--- src/logic/fpec_pkg.sv ---
package fpec_pkg;
	// ==========================================================
	// Register byte offsets on the Avalon-MM slave
	localparam logic [8:0]  FPEC_OFS_TARGET_ADDR = 9'h000;
	localparam logic [8:0]  FPEC_OFS_WRITE_DATA  = 9'h004;
	localparam logic [8:0]  FPEC_OFS_COMMAND     = 9'h008;
	localparam logic [8:0]  FPEC_OFS_RAW_STATUS  = 9'h00C;
	localparam logic [8:0]  FPEC_OFS_STATUS_CLR  = 9'h014;
	localparam logic [8:0]  FPEC_OFS_READ_PERM   = 9'h130;
	localparam logic [8:0]  FPEC_OFS_PROG_PERM   = 9'h134;
	localparam logic [8:0]  FPEC_OFS_USEC_RELOAD = 9'h140;

	// ==========================================================
	// Field layout and reset values
	localparam int          FPEC_ADDR_W          = 12;
	localparam int          FPEC_BLOCKS          = 4;
	localparam int          FPEC_BLK_LSB         = 10;
	localparam logic [15:0] FPEC_UNLOCK_KEY      = 16'hA442;
	localparam int          FPEC_CMD_WRITE       = 0;
	localparam int          FPEC_CMD_PAGE_ERASE  = 1;
	localparam int          FPEC_CMD_MASS_ERASE  = 2;
	localparam int          FPEC_CMD_COMMIT      = 3;
	localparam int          FPEC_ST_ACCESS       = 0;
	localparam int          FPEC_ST_DONE         = 1;
	localparam logic [7:0]  FPEC_USEC_RESET      = 8'h13;
	localparam logic [3:0]  FPEC_PERM_FACTORY    = 4'hF;

	// ==========================================================
	// Pulse lengths in microseconds, counted in 1 us ticks
	localparam int          FPEC_WRITE_US        = 50;
	localparam int          FPEC_PAGE_ERASE_US   = 25000;
	localparam int          FPEC_MASS_ERASE_US   = 250000;
	localparam int          FPEC_COMMIT_US       = 50;
	localparam int          FPEC_US_CNT_W        = 18;

	// Sequencer states
	typedef enum logic [0:0] {
		FPEC_IDLE,
		FPEC_BUSY
	} fpec_state_t;
endpackage : fpec_pkg

--- src/logic/fpec_top.sv ---
`timescale 1ns/100ps
module fpec_top #(
	parameter int WRITE_TIME_US      = fpec_pkg::FPEC_WRITE_US,      // Word program pulse
	parameter int PAGE_ERASE_TIME_US = fpec_pkg::FPEC_PAGE_ERASE_US, // Page erase pulse
	parameter int MASS_ERASE_TIME_US = fpec_pkg::FPEC_MASS_ERASE_US, // Mass erase pulse
	parameter int COMMIT_TIME_US     = fpec_pkg::FPEC_COMMIT_US      // Protection commit
) (
	input  wire logic        sys_clk_in,            // 20 MHz system clock
	input  wire logic        reset_in,              // Power-on reset, sync, high
	input  wire logic [8:0]  avs_address_in,        // Byte address
	input  wire logic        avs_read_in,           // Read request
	input  wire logic        avs_write_in,          // Write request
	input  wire logic [31:0] avs_writedata_in,      // Write data
	input  wire logic [3:0]  avs_byteenable_in,     // Byte lanes
	output logic      [31:0] avs_readdata_out,      // Read data
	output logic             avs_waitrequest_out,   // Stall
	input  wire logic [3:0]  nv_read_perm_in,       // Stored read permissions
	input  wire logic [3:0]  nv_prog_perm_in,       // Stored program permissions
	input  wire logic        data_read_req_in,      // Data read of the array
	input  wire logic [11:0] data_read_addr_in,     // Data read offset
	input  wire logic [31:0] array_rdata_in,        // Array word at data_read_addr_in
	output logic      [31:0] data_read_out,         // Gated read word
	output logic             data_read_valid_out,   // Read word valid pulse
	output logic      [11:0] array_addr_out,        // Target offset
	output logic      [31:0] array_wdata_out,       // Word to program
	output logic             array_program_out,     // Program pulse level
	output logic             array_page_erase_out,  // Page erase pulse level
	output logic             array_mass_erase_out,  // Mass erase pulse level
	output logic             nv_commit_out,         // Protection commit level
	output logic             nv_commit_prog_out,    // 1: program perms, 0: read perms
	output logic      [3:0]  nv_commit_data_out     // Permission bits being stored
);
	import fpec_pkg::*;

	// ==========================================================
	// State
	logic [FPEC_ADDR_W-1:0]   target_address, next_target_address;
	logic [31:0]              write_data, next_write_data;
	logic [3:0]               command_busy, next_command_busy;
	logic [FPEC_BLOCKS-1:0]   read_perm, next_read_perm;
	logic [FPEC_BLOCKS-1:0]   prog_perm, next_prog_perm;
	logic [7:0]               tick_reload, next_tick_reload;
	logic [1:0]               raw_status, next_raw_status;
	logic                     bus_ack, next_bus_ack;
	logic [31:0]              rdata, next_rdata;
	fpec_state_t              state, next_state;
	logic [7:0]               tick_cnt, next_tick_cnt;
	logic [FPEC_US_CNT_W-1:0] us_left, next_us_left;
	logic [31:0]              rd_word, next_rd_word;
	logic                     rd_valid, next_rd_valid;

	// Helper signals
	// Events are combinational strobes, folded into the status bits below
	logic                     bus_req;
	logic                     wr_take;
	logic [31:0]              wmask;
	logic                     tick;
	logic [1:0]               blk;
	logic [1:0]               rd_blk;
	logic                     access_evt;
	logic                     done_evt;

	// ==========================================================
	// Bus handshake: one wait cycle, then the answer
	// Every access pays that wait cycle; it buys a registered read path
	assign bus_req             = avs_read_in | avs_write_in;
	assign avs_waitrequest_out = bus_req & ~bus_ack;
	assign wr_take             = avs_write_in & bus_ack;
	assign wmask               = {{8{avs_byteenable_in[3]}}, {8{avs_byteenable_in[2]}},
	                              {8{avs_byteenable_in[1]}}, {8{avs_byteenable_in[0]}}};
	// Block index of the target and of the data read; both use the same bits
	assign blk                 = target_address[FPEC_BLK_LSB +: 2];
	assign rd_blk              = data_read_addr_in[FPEC_BLK_LSB +: 2];
	assign tick                = (state == FPEC_BUSY) && (tick_cnt == 8'h00);

	// ==========================================================
	// Register file, command decode and sequencer
	always_comb begin
		next_target_address = target_address;
		next_write_data     = write_data;
		next_command_busy   = command_busy;
		next_read_perm      = read_perm;
		next_prog_perm      = prog_perm;
		next_tick_reload    = tick_reload;
		next_raw_status     = raw_status;
		next_bus_ack        = bus_req & ~bus_ack;
		next_rdata          = rdata;
		next_state          = state;
		next_tick_cnt       = tick_cnt;
		next_us_left        = us_left;
		next_rd_word        = rd_word;
		next_rd_valid       = 1'b0;
		access_evt          = 1'b0;
		done_evt            = 1'b0;

		// Read mux, sampled in the wait cycle so data stands with the answer
		// The key field is write-only and never shows; only busy bits read back
		if (avs_read_in && !bus_ack) begin
			unique case (avs_address_in)
				FPEC_OFS_TARGET_ADDR: next_rdata = {20'h00000, target_address};
				FPEC_OFS_WRITE_DATA:  next_rdata = write_data;
				FPEC_OFS_COMMAND:     next_rdata = {28'h0000000, command_busy};
				FPEC_OFS_RAW_STATUS:  next_rdata = {30'h0000000, raw_status};
				FPEC_OFS_READ_PERM:   next_rdata = {28'h0000000, read_perm};
				FPEC_OFS_PROG_PERM:   next_rdata = {28'h0000000, prog_perm};
				FPEC_OFS_USEC_RELOAD: next_rdata = {24'h000000, tick_reload};
				default:              next_rdata = 32'h00000000;
			endcase
		end

		// Register writes take effect at the answering edge
		// Permission writes AND into the register, so a bit can only fall
		// Lane 0 carries the read_perm, prog_perm, reload and clear fields, so only byteenable[0] gates them
		if (wr_take) begin
			unique case (avs_address_in)
				FPEC_OFS_TARGET_ADDR: begin
					next_target_address = FPEC_ADDR_W'((target_address & ~wmask[11:0])
					                      | (avs_writedata_in[11:0] & wmask[11:0]));
				end
				FPEC_OFS_WRITE_DATA: begin
					next_write_data = (write_data & ~wmask) | (avs_writedata_in & wmask);
				end
				FPEC_OFS_READ_PERM: begin
					if (avs_byteenable_in[0]) begin
						next_read_perm = read_perm & avs_writedata_in[3:0];
					end
				end
				FPEC_OFS_PROG_PERM: begin
					if (avs_byteenable_in[0]) begin
						next_prog_perm = prog_perm & avs_writedata_in[3:0];
					end
				end
				FPEC_OFS_USEC_RELOAD: begin
					if (avs_byteenable_in[0]) begin
						next_tick_reload = avs_writedata_in[7:0];
					end
				end
				default: begin
				end
			endcase
		end

		// Keyed command write starts one operation when idle
		// A command while busy is dropped; software must poll the busy bit first
		// Several command bits: the first in commit, mass, page, write order wins
		if (wr_take && avs_address_in == FPEC_OFS_COMMAND && avs_byteenable_in == 4'hF
		    && avs_writedata_in[31:16] == FPEC_UNLOCK_KEY && state == FPEC_IDLE) begin
			next_tick_cnt = tick_reload;
			if (avs_writedata_in[FPEC_CMD_COMMIT]) begin
				next_command_busy = 4'h8;
				next_us_left      = FPEC_US_CNT_W'(COMMIT_TIME_US);
				next_state        = FPEC_BUSY;
			end else if (avs_writedata_in[FPEC_CMD_MASS_ERASE]) begin
				// Mass erase would touch every block, so all must be programmable
				if (&prog_perm) begin
					next_command_busy = 4'h4;
					next_us_left      = FPEC_US_CNT_W'(MASS_ERASE_TIME_US);
					next_state        = FPEC_BUSY;
				end else begin
					access_evt = 1'b1;
				end
			end else if (avs_writedata_in[FPEC_CMD_PAGE_ERASE]) begin
				if (prog_perm[blk]) begin
					next_command_busy = 4'h2;
					next_us_left      = FPEC_US_CNT_W'(PAGE_ERASE_TIME_US);
					next_state        = FPEC_BUSY;
				end else begin
					access_evt = 1'b1;
				end
			end else if (avs_writedata_in[FPEC_CMD_WRITE]) begin
				if (prog_perm[blk]) begin
					next_command_busy = 4'h1;
					next_us_left      = FPEC_US_CNT_W'(WRITE_TIME_US);
					next_state        = FPEC_BUSY;
				end else begin
					access_evt = 1'b1;
				end
			end
		end

		// Pulse timing: microsecond divider and remaining-time count
		// A tick every reload+1 cycles; the divider restarts at each start
		// Commit completion leaves the done flag alone; only write and erase set it
		unique case (state)
			FPEC_IDLE: begin
			end
			FPEC_BUSY: begin
				if (tick) begin
					next_tick_cnt = tick_reload;
					if (us_left <= FPEC_US_CNT_W'(1)) begin
						next_state        = FPEC_IDLE;
						next_command_busy = 4'h0;
						done_evt          = ~command_busy[FPEC_CMD_COMMIT];
					end else begin
						next_us_left = us_left - FPEC_US_CNT_W'(1);
					end
				end else begin
					next_tick_cnt = tick_cnt - 8'h01;
				end
			end
		endcase

		// Data reads of the array, blanked where reading is not allowed
		// A blanked word keeps protected contents off the data path
		if (data_read_req_in) begin
			next_rd_valid = 1'b1;
			if (read_perm[rd_blk]) begin
				next_rd_word = array_rdata_in;
			end else begin
				next_rd_word = 32'h00000000;
				access_evt   = 1'b1;
			end
		end

		// Status flags: clear first, so an event in the same cycle wins
		if (wr_take && avs_address_in == FPEC_OFS_STATUS_CLR && avs_byteenable_in[0]) begin
			next_raw_status = raw_status & ~avs_writedata_in[1:0];
		end
		if (access_evt) begin
			next_raw_status[FPEC_ST_ACCESS] = 1'b1;
		end
		if (done_evt) begin
			next_raw_status[FPEC_ST_DONE] = 1'b1;
		end
	end

	// Registers; power-on reset reloads the committed permissions
	// Uncommitted clears are lost here, as the stored bits come back
	always_ff @(posedge sys_clk_in) begin
		if (reset_in) begin
			target_address <= '0;
			write_data     <= 32'h00000000;
			command_busy   <= 4'h0;
			read_perm      <= nv_read_perm_in;
			prog_perm      <= nv_prog_perm_in;
			tick_reload    <= FPEC_USEC_RESET;
			raw_status     <= 2'h0;
			bus_ack        <= 1'b0;
			rdata          <= 32'h00000000;
			state          <= FPEC_IDLE;
			tick_cnt       <= 8'h00;
			us_left        <= '0;
			rd_word        <= 32'h00000000;
			rd_valid       <= 1'b0;
		end else begin
			target_address <= next_target_address;
			write_data     <= next_write_data;
			command_busy   <= next_command_busy;
			read_perm      <= next_read_perm;
			prog_perm      <= next_prog_perm;
			tick_reload    <= next_tick_reload;
			raw_status     <= next_raw_status;
			bus_ack        <= next_bus_ack;
			rdata          <= next_rdata;
			state          <= next_state;
			tick_cnt       <= next_tick_cnt;
			us_left        <= next_us_left;
			rd_word        <= next_rd_word;
			rd_valid       <= next_rd_valid;
		end
	end

	// ==========================================================
	// Outputs toward the array and the nonvolatile store
	// Pulse levels are the busy bits, so they fall on the completion edge
	// Address and data stay live: rewriting them mid-operation moves the pulse
	assign avs_readdata_out     = rdata;
	assign data_read_out        = rd_word;
	assign data_read_valid_out  = rd_valid;
	assign array_addr_out       = target_address;
	assign array_wdata_out      = write_data;
	assign array_program_out    = command_busy[FPEC_CMD_WRITE];
	assign array_page_erase_out = command_busy[FPEC_CMD_PAGE_ERASE];
	assign array_mass_erase_out = command_busy[FPEC_CMD_MASS_ERASE];
	assign nv_commit_out        = command_busy[FPEC_CMD_COMMIT];
	assign nv_commit_prog_out   = target_address[0];
	// Data follows live register so the stored value is the one being committed
	assign nv_commit_data_out   = target_address[0] ? prog_perm : read_perm;
endmodule : fpec_top

--- config.mk ---
export PLATFORM = sky130hd
export DESIGN_NAME = fpec_top
export DESIGN_NICKNAME = d
export VERILOG_FILES = /design/src/logic/fpec_pkg.sv /design/src/logic/fpec_top.sv
export SDC_FILE = /design/constraint.sdc
export NUM_CORES = 1
export LEC_CHECK = 0
export BUFFER_PORTS_ARGS = -buffer_cell sky130_fd_sc_hd__buf_2
export CAP_MARGIN = 10
export CORE_MARGIN = 8
export CORE_UTILIZATION = 52
export CTS_CLUSTER_DIAMETER = 30
export DETAILED_ROUTE_END_ITERATION = 7
export GPL_ROUTABILITY_DRIVEN = 0
export GPL_TIMING_DRIVEN = 0
export PLACE_DENSITY = 0.81
export SLEW_MARGIN = 20
export SYNTH_ARGS = -nofsm -noshare
export SYNTH_HDL_FRONTEND = slang
export SYNTH_SLANG_ARGS = --single-unit
--- constraint.sdc ---
create_clock -name sys_clk_in -period 2.8 [get_ports sys_clk_in]
set_input_delay 0.56 -clock sys_clk_in [delete_from_list [all_inputs] [get_ports sys_clk_in]]
set_output_delay 0.56 -clock sys_clk_in [all_outputs]
set_load 0.02 [all_outputs]
==> flow_metrics.env <==
export IMPL_num_vias=7532
export IMPL_postRouteAntennaNets=0
export IMPL_drc=0
export IMPL_routed_via_density=5.88
export IMPL_synth_compound_area_share_pct=18.4
export IMPL_rsz0062_at_grt="no"
export IMPL_synth_nets=968
export IMPL_num_rows=43
export IMPL_post_cts_resized=0
export IMPL_hold_buffers=0
export IMPL_fin_skew_ns=0.00698
export IMPL_synthAdderAreaFrac_pct=0.514
export IMPL_hold_path_class="in2reg"
export IMPL_start_util_pct=52.8
export IMPL_drv_cap=0
export IMPL_drtIter0Drc=649
export IMPL_yosys_warnings=0
export IMPL_multi_input_area_sq_um=3750
export IMPL_ir_worst_vdd_mv=0.515
export IMPL_io_pins=221
export IMPL_max_slew_worst_pin_slew_ns=0.947
export IMPL_die_height_um=135
export IMPL_end_kind="flip-flop"
export IMPL_ys_async_sr_fraction_pct=0
export IMPL_grt_overflow_total=0
export IMPL_finalMaxSlewViolations=0
export IMPL_arrival_ns=2.90
export IMPL_synth_area_per_cell_sq_um=8.46
export IMPL_synthMuxAreaShare_pct=6.24
export IMPL_hpwlAfterDp_mm=17.7
export IMPL_first_pass_iters=5
export IMPL_most_common_layout_cells="213 x buf_2, 151 x dfxtp_1, 121 x a21oi_1, 99 x nand2_1, 81 x nand3_1"
export IMPL_p_leak_nw=3.92
export IMPL_seq_area_frac_synth_pct=44.7
export IMPL_status="finished clean"
export IMPL_layout_nets=1192
export IMPL_dieArea_sq_um=18100
export IMPL_finalSetupViolCount=0
export IMPL_port_buffers=205
export IMPL_synth_edf_count=8
export IMPL_clkSlewWorstSetupHoldPaths_ns=0.06
export IMPL_drive_gt1_share_pct=25.9
export IMPL_grtUsageTotal_pct=25.9
export IMPL_post_route_period_util_pct=90.6
export IMPL_dp_slack_ns=-0.0577
export IMPL_cts_inserted_buffers=17
export IMPL_area_delta_synth_final_pct=25.5
export IMPL_final_util_pct=66.3
export IMPL_synth_xor_area_share_pct=0.240
export IMPL_syn_inst=863
export IMPL_grt_first_pass_wirelength_mm=37.7
export IMPL_final_common_cell="buf_2"
export IMPL_antenna_found_initial=0
export IMPL_power_density_nw_per_um2=561
export IMPL_max_slew_margin_pct=36.4
export IMPL_post_cts_buffers=0
export IMPL_grt_pass1_vias=7431
export IMPL_yosys_area_share_simple_pct=26.0
export IMPL_final_hold_viol_count=0
export IMPL_core_sq_um=13800
export IMPL_die_width_um=135
export IMPL_wl_per_cell_um=18.9
export IMPL_finalWorstSetupSlack_ns=0.264
export IMPL_period_minus_slack_ns=2.54
export IMPL_n_fill_cell=1169
export IMPL_ctsRootBufferMaster="clkbuf_16"
export IMPL_wl_mm=24.1
export IMPL_diodes=0
export IMPL_clk_latency_ns=0.44
export IMPL_fmax_ghz=0.394
export IMPL_synth_cell_types=70
export IMPL_clkSinkCount=159
export IMPL_htree_levels=4
export IMPL_cts_tree="yes"
export IMPL_path_class="in2reg"
export IMPL_crit_fanout=10
export IMPL_seq_area_sq_um=3260
export IMPL_synthesis_area_sq_um=7300
export IMPL_synth_top_family_by_area="simple AND/OR/NAND/NOR gates"
export IMPL_ys_flop_type="dfxtp_1"
export IMPL_required_ns=3.16
export IMPL_critPathLaunchType="primary input"
export IMPL_clockBufferDepth=2
export IMPL_grt_max_degree=17
export IMPL_ys_ff_latch=159
==> where the power goes <==
group          internal, mW  switching (mW)  total [mW]
Sequential             2.31          0.0229        2.34
Combinational         0.130           0.257       0.387
Clock                  1.42            1.00        2.42
==> per-stage QoR <==
step                instance area [sq um]  TNS, ns  power, mW  hold slack, ns  std cells
floorplan                            7300        0       2.59           0.430        863
global placement                     8560    -1.89       2.76           0.435       1248
detailed placement                   8560    -1.21       2.77           0.443       1248
CTS                                  9170        0       5.14           0.358       1280
global route                         9170        0       5.28           0.371       1280
finish                               9170        0       5.14           0.356       1280
==> Yosys cell counts (all sizes together) (7+ instances only) <==
library cell	instances	share of area, %
o21a	7	0.82
o21ai	39	2.9
nand3	81	5.5
dfxtp	151	41
edfxtp	8	3.3
mux2i	35	4.8
a21oi	123	8.6
nand2	99	5.1
nand2b	40	3.4
clkbuf	40	2.1
buf	18	1.4
a22o	9	1.1
a22oi	9	0.92
nor3	19	1.5
nor4	9	1.3
nor2	68	3.5
inv	10	0.51
==> metal layers <==
| metal | wire length, um | global-route usage [%] | vias up |
|---|---|---|---|
| met5 | 0 | 0 | - |
| met4 | 902 | 12.4 | 0 |
| met3 | 2310 | 8.21 | 74 |
| met2 | 11500 | 43.3 | 377 |
| met1 | 9410 | 29.4 | 3539 |
| li1 | - | - | 3542 |
==> worst paths after layout <==
check	start	to	slack, ns	depth (start not counted)
worst min-delay path	avs_writedata_in[14]	flip-flop	0.36	3
worst max-delay path	avs_address_in[1]	avs_readdata_out[25]	0.26	8
worst max register to register	bus_ack	us_left[12]	0.36	9
worst min register to register	avs_readdata_out[30]	avs_readdata_out[30]	0.45	2
==> layout make-up <==
| type | count | share of cell area (%) |
|---|---|---|
| sequential | 159 | 35.6 |
| clock inverter | 14 | 1.99 |
| inverter | 10 | 0.409 |
| clock buffer | 18 | 4.68 |
| tap | 180 | 2.46 |
| multi-input combinational | 636 | 40.9 |
| timing repair buffer | 205 | 11.2 |
| buffer | 58 | 2.73 |
==> cell families (layout without fill, tap and decap cells) <==
| kind of cell | Yosys count | count (layout) |
|---|---|---|
| xor+xnor | 2 | 2 |
| mux | 42 | 42 |
| buf+inv | 68 | 305 |
| simple gates | 366 | 366 |
| fa+ha+maj | 3 | 3 |
| flops | 159 | 159 |
| compound gates | 223 | 223 |
==> worst max-delay path: stages <==
cell	delay [ns]
buf_2	0.12
nor3_1	0.56
nand2_1	0.21
nor3_2	0.57
buf_4	0.29
buf_2	0.27
nand3_1	0.14
a21oi_1	0.17
Power figures use the tool's default switching activity.
